===== src/verilog/smc_regs.svh =====
// Timing counts and encodings for the sleep mode controller
`ifndef SMC_REGS_SVH
`define SMC_REGS_SVH
`define SMC_MODE_IDLE 3'h0
`define SMC_MODE_PDOWN 3'h2
`define SMC_MODE_PSAVE 3'h3
`define SMC_MODE_STBY 3'h6
`define SMC_MODE_XSTBY 3'h7
`define SMC_HALT_CYCLES 4'h4
`define SMC_STBY_CYCLES 4'h6
`define SMC_CTRL_RESET 4'h0
`endif


===== src/verilog/smc_pkg.sv =====
// Types shared by the sleep mode controller files
package smc_pkg;
    typedef enum logic [2:0] {
        SMC_RUN = 3'b000,
        SMC_SLEEP = 3'b001,
        SMC_START = 3'b011,
        SMC_HALT = 3'b010,
        SMC_RVEC = 3'b110
    } smc_state_t;
    typedef struct packed {
        logic core;
        logic flash;
        logic io;
        logic fast;
        logic asy;
        logic main_osc;
        logic timer_osc;
    } smc_clk_t;
endpackage : smc_pkg


===== src/verilog/smc_wake_if.sv =====
// Wake qualification signals between controller and qualifier
`timescale 1ns/10ps
interface smc_wake_if;
    logic [2:0] mode;
    logic wake;
    modport ctrl (output mode, input wake);
    modport qual (input mode, output wake);
endinterface : smc_wake_if


===== src/verilog/smc_sleep_ctrl.sv =====
// Sleep mode controller top: entry, clock gating and wake sequencing
`timescale 1ns/10ps
`include "smc_regs.svh"
module smc_sleep_ctrl
    import smc_pkg::*;
#(
    parameter int STARTUP_W = 16 // Width of start-up count
) (
    input wire logic mclk, // 25 MHz clock
    input wire logic reset, // Sync reset, active high
    input wire logic sleep_exec, // Sleep instruction pulse
    input wire logic ctrl_we, // Control write strobe
    input wire logic [3:0] ctrl_wdata, // Mode select and enable
    input wire logic [STARTUP_W-1:0] clock_source_fuses, // Startup cycles
    input wire logic any_reset, // Any reset source, pin
    input wire logic [3:0] external_irq_lines, // Level irq pins
    input wire logic [3:0] ext_irq_edge, // Edge irq events, pins
    input wire logic pin_change, // Pin change event, pin
    input wire logic comm_req, // Comm request, pin
    input wire logic card_evt, // Card insert/remove, pin
    input wire logic key_press, // Keypad press, pin
    input wire logic wdt_irq, // Watchdog irq
    input wire logic t2_ovf, // Timer two overflow
    input wire logic t2_cmp, // Timer two compare
    input wire logic [1:0] timer_two_irq_mask, // Timer two irq enables
    input wire logic global_irq_en, // Global irq enable
    input wire logic mem_ready, // Memory ready irq
    input wire logic other_io, // Other I/O irq
    input wire logic t2_enabled, // Timer two running
    input wire logic t2_async, // Timer two on async clock
    output logic [3:0] sleep_control_register, // Mode and enable readback
    output logic sleeping, // Low-power state active
    output logic cpu_hold, // CPU halted
    output logic resume_pulse, // Resume after sleep
    output logic vector_restart, // Restart at reset vector
    output smc_clk_t clk_en, // Clock domain enables
    output logic t2_sync_clk_en // Sync clock to timer two
);
    smc_state_t state_q;
    smc_state_t state_d;
    logic [3:0] ctrl_q;
    logic [2:0] mode_q;
    logic [STARTUP_W-1:0] cnt_q;
    logic [3:0] halt_q;
    logic [4:0] sync1_q;
    logic [4:0] sync2_q;
    logic [3:0] lvl1_q;
    logic [3:0] lvl2_q;
    logic [3:0] edg1_q;
    logic [3:0] edg2_q;
    logic [1:0] rst_sync_q;
    logic sleep_ok;
    logic wake;
    logic rst_wake;
    smc_wake_if wif ();

    function automatic logic mode_valid(input logic [2:0] m);
        mode_valid = (m == `SMC_MODE_IDLE) || (m == `SMC_MODE_PDOWN) ||
                     (m == `SMC_MODE_PSAVE) || (m == `SMC_MODE_STBY) ||
                     (m == `SMC_MODE_XSTBY);
    endfunction : mode_valid

    function automatic logic osc_stops(input logic [2:0] m);
        osc_stops = (m == `SMC_MODE_PDOWN) || (m == `SMC_MODE_PSAVE);
    endfunction : osc_stops

    // Mode being entered comes from control, a held sleep uses the latch
    function automatic logic [2:0] mode_d_sel(input smc_state_t s,
                                              input logic [2:0] c,
                                              input logic [2:0] m);
        mode_d_sel = (s == SMC_RUN) ? c : m;
    endfunction : mode_d_sel

    // Pin inputs pass two flops before any logic reads them
    always_ff @(posedge mclk) begin
        if (reset) begin
            sync1_q <= 5'h00;
            sync2_q <= 5'h00;
            lvl1_q <= 4'h0;
            lvl2_q <= 4'h0;
            edg1_q <= 4'h0;
            edg2_q <= 4'h0;
            rst_sync_q <= 2'h0;
        end else begin
            sync1_q <= {pin_change, comm_req, card_evt, key_press, wdt_irq};
            sync2_q <= sync1_q;
            lvl1_q <= external_irq_lines;
            lvl2_q <= lvl1_q;
            edg1_q <= ext_irq_edge;
            edg2_q <= edg1_q;
            rst_sync_q <= {rst_sync_q[0], any_reset};
        end
    end
    assign rst_wake = rst_sync_q[1];

    always_ff @(posedge mclk) begin
        if (reset) begin
            ctrl_q <= `SMC_CTRL_RESET;
        end else if (ctrl_we) begin
            ctrl_q <= ctrl_wdata;
        end
    end
    assign sleep_control_register = ctrl_q;

    assign sleep_ok = sleep_exec && ctrl_q[0] &&
                      mode_valid(ctrl_q[3:1]);

    assign wif.mode = mode_q;
    assign wake = wif.wake;

    smc_wake_qual u_qual (
        .mclk(mclk),
        .reset(reset),
        .wi(wif.qual),
        .ext_irq_lvl(lvl2_q),
        .ext_irq_edge(edg2_q),
        .pin_change(sync2_q[4]),
        .comm_req(sync2_q[3]),
        .card_evt(sync2_q[2]),
        .key_press(sync2_q[1]),
        .wdt_irq(sync2_q[0]),
        .t2_ovf(t2_ovf),
        .t2_cmp(t2_cmp),
        .timer_two_irq_mask(timer_two_irq_mask),
        .global_irq_en(global_irq_en),
        .mem_ready(mem_ready),
        .other_io(other_io)
    );

    always_comb begin
        state_d = state_q;
        case (state_q)
            SMC_RUN: begin
                if (sleep_ok) begin
                    state_d = SMC_SLEEP;
                end
            end
            SMC_SLEEP: begin
                if (rst_wake) begin
                    state_d = SMC_RVEC;
                end else if (wake) begin
                    state_d = SMC_START;
                end
            end
            SMC_START: begin
                if (cnt_q == '0) begin
                    state_d = SMC_HALT;
                end
            end
            SMC_HALT: begin
                if (halt_q == 4'h1) begin
                    state_d = SMC_RUN;
                end
            end
            SMC_RVEC: begin
                state_d = SMC_RUN;
            end
            default: begin
                state_d = SMC_RUN;
            end
        endcase
    end

    always_ff @(posedge mclk) begin
        if (reset) begin
            state_q <= SMC_RUN;
        end else begin
            state_q <= state_d;
        end
    end

    always_ff @(posedge mclk) begin
        if (reset) begin
            mode_q <= `SMC_MODE_IDLE;
        end else if (state_q == SMC_RUN && sleep_ok) begin
            mode_q <= ctrl_q[3:1];
        end
    end

    // Start-up wait: fuse count after oscillator stop, six in standby
    always_ff @(posedge mclk) begin
        if (reset) begin
            cnt_q <= '0;
        end else if (state_q == SMC_SLEEP && wake) begin
            if (osc_stops(mode_q)) begin
                cnt_q <= clock_source_fuses;
            end else if (mode_q == `SMC_MODE_IDLE) begin
                cnt_q <= '0;
            end else begin
                cnt_q <= STARTUP_W'(`SMC_STBY_CYCLES - 4'h1);
            end
        end else if (state_q == SMC_START && cnt_q != '0) begin
            cnt_q <= cnt_q - 1'b1;
        end
    end

    always_ff @(posedge mclk) begin
        if (reset) begin
            halt_q <= 4'h0;
        end else if (state_q == SMC_START) begin
            halt_q <= `SMC_HALT_CYCLES;
        end else if (state_q == SMC_HALT) begin
            halt_q <= halt_q - 4'h1;
        end
    end

    always_ff @(posedge mclk) begin
        if (reset) begin
            resume_pulse <= 1'b0;
            vector_restart <= 1'b0;
        end else begin
            resume_pulse <= (state_q == SMC_HALT && halt_q == 4'h1);
            vector_restart <= (state_q == SMC_SLEEP && rst_wake);
        end
    end

    // Memories are not touched here; the core just stops while held
    assign sleeping = (state_q == SMC_SLEEP);
    assign cpu_hold = (state_q != SMC_RUN);

    // Clock domain gating per mode
    always_ff @(posedge mclk) begin
        if (reset) begin
            clk_en <= '1;
            t2_sync_clk_en <= 1'b1;
        end else if (state_d == SMC_SLEEP) begin
            clk_en.core <= 1'b0;
            clk_en.flash <= 1'b0;
            t2_sync_clk_en <= 1'b0;
            case (mode_d_sel(state_q, ctrl_q[3:1], mode_q))
                `SMC_MODE_IDLE: begin
                    clk_en.io <= 1'b1;
                    clk_en.fast <= 1'b1;
                    clk_en.asy <= 1'b1;
                    clk_en.main_osc <= 1'b1;
                    clk_en.timer_osc <= t2_enabled && t2_async;
                    t2_sync_clk_en <= 1'b1;
                end
                `SMC_MODE_PSAVE, `SMC_MODE_XSTBY: begin
                    clk_en.io <= 1'b0;
                    clk_en.fast <= 1'b0;
                    // Power-save keeps the async domain, ext standby only
                    // when the timer runs from it
                    clk_en.asy <= (mode_d_sel(state_q, ctrl_q[3:1],
                        mode_q) == `SMC_MODE_PSAVE) ||
                        (t2_enabled && t2_async);
                    clk_en.timer_osc <= t2_enabled && t2_async;
                    clk_en.main_osc <= (mode_d_sel(state_q, ctrl_q[3:1],
                        mode_q) == `SMC_MODE_XSTBY) ||
                        (t2_enabled && !t2_async);
                    t2_sync_clk_en <= t2_enabled && !t2_async;
                end
                default: begin
                    clk_en.io <= 1'b0;
                    clk_en.fast <= 1'b0;
                    clk_en.asy <= 1'b0;
                    clk_en.timer_osc <= 1'b0;
                    clk_en.main_osc <= (mode_d_sel(state_q, ctrl_q[3:1],
                        mode_q) == `SMC_MODE_STBY);
                end
            endcase
        end else begin
            clk_en <= '1;
            t2_sync_clk_en <= 1'b1;
        end
    end

    a_enter_needs_en: assert property (@(posedge mclk) disable iff (reset)
        (state_q == SMC_RUN && !(sleep_exec && ctrl_q[0]))
        |=> state_q != SMC_SLEEP)
        else $error("sleep entered without enable");
    a_reserved_mode: assert property (@(posedge mclk) disable iff (reset)
        (state_q == SMC_RUN && !mode_valid(ctrl_q[3:1]))
        |=> state_q == SMC_RUN)
        else $error("reserved mode entered sleep");
    a_halt_four: assert property (@(posedge mclk) disable iff (reset)
        (state_q == SMC_START && cnt_q == '0)
        |=> (state_q == SMC_HALT) [*4] ##1 state_q == SMC_RUN)
        else $error("halt not four cycles");
    a_reset_vector: assert property (@(posedge mclk) disable iff (reset)
        (state_q == SMC_SLEEP && rst_wake)
        |=> vector_restart && !resume_pulse)
        else $error("reset during sleep did not restart");
    a_standby_six: assert property (@(posedge mclk) disable iff (reset)
        (state_q == SMC_SLEEP && !rst_wake && wake &&
         mode_q == `SMC_MODE_STBY)
        |=> state_q == SMC_START ##5 state_q == SMC_START
        ##1 state_q == SMC_HALT)
        else $error("standby wake not six cycles");
    a_idle_clocks: assert property (@(posedge mclk) disable iff (reset)
        (state_q == SMC_SLEEP && mode_q == `SMC_MODE_IDLE &&
         $past(state_q) == SMC_SLEEP)
        |-> !clk_en.core && clk_en.io && clk_en.fast)
        else $error("idle clock gating wrong");
    a_pdown_clocks: assert property (@(posedge mclk) disable iff (reset)
        (state_q == SMC_SLEEP && mode_q == `SMC_MODE_PDOWN &&
         $past(state_q) == SMC_SLEEP)
        |-> !clk_en.io && !clk_en.main_osc && !clk_en.asy)
        else $error("power-down clocks left running");
    a_fuse_delay: assert property (@(posedge mclk) disable iff (reset)
        (state_q == SMC_SLEEP && !rst_wake && wake &&
         mode_q == `SMC_MODE_PDOWN)
        |=> cnt_q == $past(clock_source_fuses))
        else $error("start-up count not loaded from fuses");
endmodule : smc_sleep_ctrl


===== src/verilog/smc_wake_qual.sv =====
// Per-mode qualification of wake-up sources
`timescale 1ns/10ps
`include "smc_regs.svh"
module smc_wake_qual (
    input wire logic mclk, // Clock
    input wire logic reset, // Sync reset
    smc_wake_if.qual wi, // Mode in, wake out
    input wire logic [3:0] ext_irq_lvl, // Synced level irq lines
    input wire logic [3:0] ext_irq_edge, // Synced edge irq events
    input wire logic pin_change, // Synced pin change
    input wire logic comm_req, // Synced comm request
    input wire logic card_evt, // Synced card event
    input wire logic key_press, // Synced keypad
    input wire logic wdt_irq, // Watchdog irq
    input wire logic t2_ovf, // Timer two overflow
    input wire logic t2_cmp, // Timer two compare
    input wire logic [1:0] timer_two_irq_mask, // Ovf, cmp enables
    input wire logic global_irq_en, // Global enable
    input wire logic mem_ready, // Memory ready irq
    input wire logic other_io // Other peripheral irq
);
    logic idle;
    logic t2_mode;
    logic t2_wake;
    always_comb begin
        idle = (wi.mode == `SMC_MODE_IDLE);
        t2_mode = (wi.mode == `SMC_MODE_PSAVE) ||
                  (wi.mode == `SMC_MODE_XSTBY);
        t2_wake = global_irq_en &&
                  ((t2_ovf && timer_two_irq_mask[0]) ||
                   (t2_cmp && timer_two_irq_mask[1]));
        if (idle) begin
            wi.wake = |ext_irq_lvl || |ext_irq_edge || pin_change ||
                      comm_req || card_evt || key_press || wdt_irq ||
                      t2_wake || mem_ready || other_io;
        end else begin
            // Edge forms of the irq lines need a clock, so levels only
            wi.wake = |ext_irq_lvl || pin_change || comm_req ||
                      card_evt || key_press || wdt_irq ||
                      (t2_mode && t2_wake);
        end
    end
    a_no_edge_wake: assert property (@(posedge mclk) disable iff (reset)
        (!idle && ext_irq_edge != 4'h0 && ext_irq_lvl == 4'h0 && !pin_change
         && !comm_req && !card_evt && !key_press && !wdt_irq
         && !(t2_ovf || t2_cmp)) |-> !wi.wake)
        else $error("edge irq woke a deep sleep mode");
    a_t2_gate: assert property (@(posedge mclk) disable iff (reset)
        (wi.mode == `SMC_MODE_PSAVE && !global_irq_en && ext_irq_lvl == 4'h0
         && !pin_change && !comm_req && !card_evt && !key_press
         && !wdt_irq) |-> !wi.wake)
        else $error("timer woke power-save without global enable");
endmodule : smc_wake_qual


===== config.mk =====
export PLATFORM = sky130hd
export DESIGN_NAME = smc_sleep_ctrl
export DESIGN_NICKNAME = d
export VERILOG_FILES = /design/src/verilog/smc_pkg.sv /design/src/verilog/smc_wake_if.sv /design/src/verilog/smc_sleep_ctrl.sv /design/src/verilog/smc_wake_qual.sv
export VERILOG_INCLUDE_DIRS = /design/src /design/src/verilog
export SDC_FILE = /design/constraint.sdc
export NUM_CORES = 1
export LEC_CHECK = 0
export BUFFER_PORTS_ARGS = -buffer_cell sky130_fd_sc_hd__buf_2
export CORE_ASPECT_RATIO = 1.1
export CORE_MARGIN = 4
export CORE_UTILIZATION = 60
export CTS_BUF_LIST = sky130_fd_sc_hd__clkbuf_8
export CTS_CLUSTER_DIAMETER = 200
export DETAILED_ROUTE_END_ITERATION = 12
export GPL_ROUTABILITY_DRIVEN = 0
export PLACE_DENSITY = 0.88
export SLEW_MARGIN = 40
export SYNTH_ARGS = -nofsm -noshare
export SYNTH_HDL_FRONTEND = slang
export SYNTH_SLANG_ARGS = --single-unit
export TNS_END_PERCENT = 20

===== constraint.sdc =====
create_clock -name mclk -period 4.4 [get_ports mclk]
set_input_delay 0.88 -clock mclk [delete_from_list [all_inputs] [get_ports mclk]]
set_output_delay 0.88 -clock mclk [all_outputs]
set_load 0.05 [all_outputs]

After elaboration in Yosys (flattened, before gate mapping)

Index checks and enable logic that the tools add are counted.

Register bits: 68
Latch bits: 0
Memory bits (writable): 0
ROM bits: 0
Bits of input ports: 47
Output and inout bits: 16
Word-level logic and storage cells: 110
Memories: 0

Add/subtract/negate cells: 2
$mul: 0
Div/mod/pow operators: 0
Magnitude comparators: 0
Eq/ne operators: 15
Shifts and indexed selects: 0
Muxes and demuxes: 17
Bitwise gates (word level): 1
Reductions and logical operators: 52

Operators by type and width:

| operator                | number |
|---|---|
| $mux W16                | 3 |
| $mux W3                 | 9 |
| $logic_or A1 B1 Y1      | 24 |
| $eq A3 B2 Y1 const B    | 7 |
| $logic_not A16 Y1       | 1 |
| $reduce_bool A16 Y1     | 1 |
| $sub A16 B1 Y16 const B | 1 |
| $eq A3 B3 Y1 const B    | 5 |
| $logic_and A1 B1 Y1     | 13 |
| $logic_not A3 Y1        | 4 |
| $pmux W3 S4             | 1 |
| $pmux W5 S2             | 1 |
| $reduce_or A4 Y1        | 2 |
| $mux W7                 | 1 |
| $eq A3 B1 Y1 const B    | 2 |
| $reduce_or A2 Y1        | 3 |
| $eq A4 B1 Y1 const B    | 1 |
| $reduce_bool A2 Y1      | 2 |
| $sub A4 B1 Y4 const B   | 1 |
| $reduce_bool A3 Y1      | 1 |
| $pmux W1 S2             | 1 |
| $logic_not A1 Y1        | 1 |
| $mux W1                 | 1 |
| $not A1 Y1              | 1 |

Logic depth before layout (Yosys ltp)

Depth in word-level cells: 17
Depth in mapped cells: 7
Mapped depth without buffers: 7

Cells and area by module

From an unflattened synthesis, not the netlist that was laid out.

Cell total of the unflattened synthesis: 308
Area, all modules: 2835.2 um^2

By module, submodules not included:

| module         | times used | cells an instance | area each (um^2) | seq. area each (um^2) |
|---|---|---|---|---|
| smc_sleep_ctrl | 1          | 298               | 2766.4           | 1321.3 |
| smc_wake_qual  | 1          | 10                | 68.8             | 0.0 |

Least setup slack after synthesis

No wires, ideal clock.

Path kind: input port to flip-flop
Start: input port t2_ovf
End: register clk_en[1] (netlist name)
Setup time: 0.141 ns
Arrival: 2.081 ns
Data required time: 4.259 ns
Path slack: 2.178 ns
Stages on the path: 6
Path buffers: 1
Cells stage by stage: a22oi_1 -> a211oi_1 -> o31a_1 -> buf_4 -> a2111oi_4 -> o211ai_1

Cells in the longest elaborated chain, start to end: 13
Elaborated cells on any way between the ends: 15
Those cells by class: 1 x eq/ne; 4 x mux; 1 x bitwise; 9 x reduce/logical

RTL lines:

| item                                | line                  | text |
|---|---|---|
| start, declared                     | smc_sleep_ctrl.sv:23  | `input wire logic t2_ovf,` |
| $logic_and A1 B1 Y1 *               | smc_wake_qual.sv:30   | `((t2_ovf && timer_two_irq_mask[0]) \|\|` |
| $logic_or A1 B1 Y1 *                | smc_wake_qual.sv:30   |  |
| $logic_and A1 B1 Y1 *               | smc_wake_qual.sv:29   | `t2_wake = global_irq_en &&` |
| $logic_or A1 B1 Y1                  | smc_wake_qual.sv:34   | `comm_req \|\| card_evt \|\| key_press \|\| wdt_irq \|\|` |
| $logic_or A1 B1 Y1 (2 in a row)     | smc_wake_qual.sv:35   | `t2_wake \|\| mem_ready \|\| other_io;` |
| $mux W1 *                           | smc_wake_qual.sv:32   | `if (idle) begin` |
| $mux W3 *                           | smc_sleep_ctrl.sv:141 | `end else if (wake) begin` |
| $mux W3 *                           | smc_sleep_ctrl.sv:139 | `if (rst_wake) begin` |
| $pmux W3 S4 *                       | smc_sleep_ctrl.sv:132 | `case (state_q)` |
| $eq A3 B1 Y1 *                      | smc_sleep_ctrl.sv:226 | `end else if (state_d == SMC_SLEEP) begin` |
| $not A1 Y1 (no source line) *       | --                    |  |
| $reduce_or A2 Y1 (no source line) * | --                    |  |
| end, declared                       | smc_sleep_ctrl.sv:36  | `output smc_clk_t clk_en,` |

Mark *: on every way between the ends. The rest lies on a longest branch, timed or not.
A chain may end at the register's enable or synchronous reset.

Worst setup path after layout

Start: register state_q[0]
End: output port sleeping

Cells in the longest elaborated chain, start to end: 1

RTL lines:

| item                   | line                  | text |
|---|---|---|
| start, declared        | smc_sleep_ctrl.sv:39  | `smc_state_t state_q;` |
| start signal, assigned | smc_sleep_ctrl.sv:168 | `state_q <= state_d;` |
| $eq A3 B1 Y1           | smc_sleep_ctrl.sv:218 | `assign sleeping = (state_q == SMC_SLEEP);` |
| end, declared          | smc_sleep_ctrl.sv:32  | `output logic sleeping,` |

Every way passes these cells.

==> flow_metrics.py <==
metrics = {
    "worst_setup_path": {
        "max_stage_delay_ns": 0.53,
        "slowest_stage": "dfxtp_1",
        "crit_fanout": 10,
        "critPathArrivalTime_ns": 1.68,
        "critPathKind": "reg -> out",
        "endpoint_kind": "output pin",
        "path_cells": "nor3b_4 > buf_2",
        "cp-start-kind": "flip-flop",
        "rr_worst_depth": 5,
        "critPathTopFamily": "flip-flops",
        "cp_num_cells": 2,
        "crit_buf_inv": 1,
        "required_ns": 3.52,
    },
    "floorplan": {
        "die_w_um": 74.2,
        "coreArea_um2": 4650,
        "dieArea_um2": 6000,
        "start_util_pct": 62.3,
        "die_h_um": 80.9,
        "rows": 26,
        "ios": 63,
    },
    "clocking": {
        "clk_pin_slew_ns": 0.07,
        "cts_hold_buffers": 0,
        "clock_sinks": 66,
        "post-cts-setup-buffers": 0,
        "htree_levels": 3,
        "clock_latency_ns": 0.34,
        "cts_buffer_depth": 2,
        "root_buffer": "clkbuf_8",
        "cts.repair.resized": 0,
        "tritoncts": "built",
        "cts_made_buffers": 9,
    },
    "sta": {
        "clock_skew_ns": 0.00747,
        "slew_violations": 0,
        "rsz0062_at_grt": "no",
        "final-hold-violation-count": 0,
        "period_minus_slack_ns": 2.56,
        "tightestPinTransition_ns": 0.798,
        "max-slew-margin-rel_pct": 46.8,
        "setup_tns_ns": 0,
        "fin_crit_sh_pct": 58.2,
        "setup_viol": 0,
        "fmax_mhz": 391,
    },
    "global_route": {
        "grtUsageMet2_pct": 35.8,
        "met1_usage_pct": 22.9,
        "grt_remaining_overflow": 0,
        "grt_pass1_wl_um": 9440,
        "grt_antenna_before_repair": 0,
        "grt_use_total_pct": 20.8,
        "grt_max_degree": 60,
        "grtUsageMet3_pct": 4.83,
        "grt.busiest_layer": "met2",
        "grt_pass1_vias": 2201,
    },
    "routing": {
        "first_iter_violations": 194,
        "dr.pass1.iters": 4,
        "wl_per_cell_um": 14.0,
        "vias_per_cell": 5.56,
        "drt_wl_total_um": 5950,
        "drc_errors": 0,
        "via_count": 2370,
        "ant_nets": 0,
    },
    "synth": {
        "synth-seq-cells": 66,
        "synth_top_flop_cell": "dfxtp_1",
        "syn_inst": 309,
        "ys_types": 58,
        "synth_top_area_share_pct": 45.6,
        "yosysMostFrequentCell": "dfxtp_1",
        "synth.area.top_cells": "dfxtp_1 46%, nor2b_1 6.3%, mux2i_1 3.5%",
        "seq_area_frac_synth_pct": 45.6,
        "async_flop_share_pct": 0,
        "synth_commonest_cells": "66 x dfxtp_1, 29 x nor2b_1, 25 x nor2_1",
        "avgSynthCellArea_um2": 9.37,
        "netlist_area_um2": 2900,
        "syn_nets": 359,
        "yosysTopAreaCell": "dfxtp_1",
        "synth_enable_flop_cells": 0,
        "ys.warnings.count": 0,
    },
    "power": {
        "swShare_pct": 27.6,
        "clkPwrFrac_pct": 35.8,
        "p_total_mw": 1.25,
        "p_switching_uw": 345,
        "power_density_nw_per_um2": 370,
        "internal_power_uw": 906,
        "ir_drop_uv": 314,
        "comb_power_share_pct": 13.2,
        "p_leak_nw": 1.39,
        "seq_power_share_pct": 51.0,
    },
    "cells_and_area": {
        "antenna_cells": 0,
        "fillers": 332,
        "area_growth_pct": 16.8,
        "drive_gt1_share_pct": 25.9,
        "final_nets": 415,
    },
    "worst_hold_path": {
        "hp-class": "reg -> reg",
        "whs_path_depth": 1,
    },
    "place": {
        "hpwl_um": 4220,
        "portBuffers": 62,
    },
    "status": {
        "status": "complete, no violations",
    },
    "job": {
        "maxCapViolCount": 0,
    },
}
==> power by group through the flow <==
stage | combinational (mW) | sequential (mW) | clock (mW)
6_report | 0.165 | 0.638 | 0.448
5_1_grt | 0.181 | 0.641 | 0.481
4_1_cts | 0.165 | 0.638 | 0.453
3_5_place_dp | 0.164 | 0.651 | 0
3_3_place_gp | 0.159 | 0.650 | 0
2_1_floorplan | 0.110 | 0.659 | 0
==> registers in the layout, summed over array words and instances, names as in the netlist <==
| register | count |
|---|---|
| cnt_q | 16 |
| clk_en | 5 |
| sync1_q | 5 |
| sync2_q | 5 |
| edg1_q | 4 |
| edg2_q | 4 |
| halt_q | 4 |
| lvl1_q | 4 |
| lvl2_q | 4 |
| sleep_control_register | 4 |
| mode_q | 3 |
| state_q | 3 |
| rst_sync_q | 2 |
| resume_pulse | 1 |
| t2_sync_clk_en | 1 |
| vector_restart | 1 |
==> stage by stage <==
step | setup WS (ns) | instance area [µm²] | hold slack [ns] | std cells | utilization (%)
floorplan | 2.18 | 2900 | 0.414 | 309 | -
global placement | 1.75 | 3190 | 0.417 | 410 | 68.6
detailed placement | 1.65 | 3200 | 0.424 | 410 | 68.9
CTS | 1.82 | 3380 | 0.440 | 426 | 72.7
global route | 1.71 | 3380 | 0.449 | 426 | 72.7
finish | 1.84 | 3380 | 0.436 | 426 | 72.7
==> routing by layer <==
metal	wire, µm	up-vias
li1	-	1215
met1	2430	1069
met2	3020	73
met3	356	13
met4	141	0
met5	0	-
==> final timing paths <==
check              from          to  slack (ns)
max          state_q[0]    sleeping        1.84
min          sync1_q[1]  sync2_q[1]        0.44
max reg2reg   mode_q[2]    cnt_q[6]        2.00
min reg2reg  sync1_q[1]  sync2_q[1]        0.44
==> cells in the final DEF, fill, tap and decap left out, types with 3 or more instances in the layout <==
cell type and n:
nor3_1 11, dfxtp_1 66, a211oi_1 6, nor4_1 9
nand3_1 17, inv_1 10, buf_2 61, nand3b_1 3
o31a_1 4, nor2_1 25, mux2i_1 10, xnor2_1 4
o21ai_0 13, nand2b_1 4, o21a_1 3, clkbuf_8 10
nand2_1 10, a21oi_1 19, nor2b_1 28, o211ai_1 3
or4_1 3, ha_1 3
==> cell type report <==
| type | instances | area [µm²] | area share (%) |
|---|---|---|---|
| sequential | 66 | 1320 | 39.1 |
| timing repair buffer | 62 | 313 | 9.25 |
| multi-input combinational | 216 | 1460 | 43.2 |
| inverter | 10 | 37.5 | 1.11 |
| tap | 56 | 70.1 | 2.07 |
| clock buffer | 10 | 138 | 4.07 |
| clock inverter | 6 | 42.5 | 1.26 |
==> logic make-up (layout without fill, tap and decap cells) <==
group	Yosys count	in the layout	share of synthesized area [%]
compound gates	68	68	17.5
xor+xnor	5	5	1.51
fa+ha+maj	3	3	1.30
buf+inv	27	88	4.32
flops	66	66	45.6
mux	10	10	3.46
simple gates	130	130	26.3
Note: power is estimated with default switching activity, not from simulation.
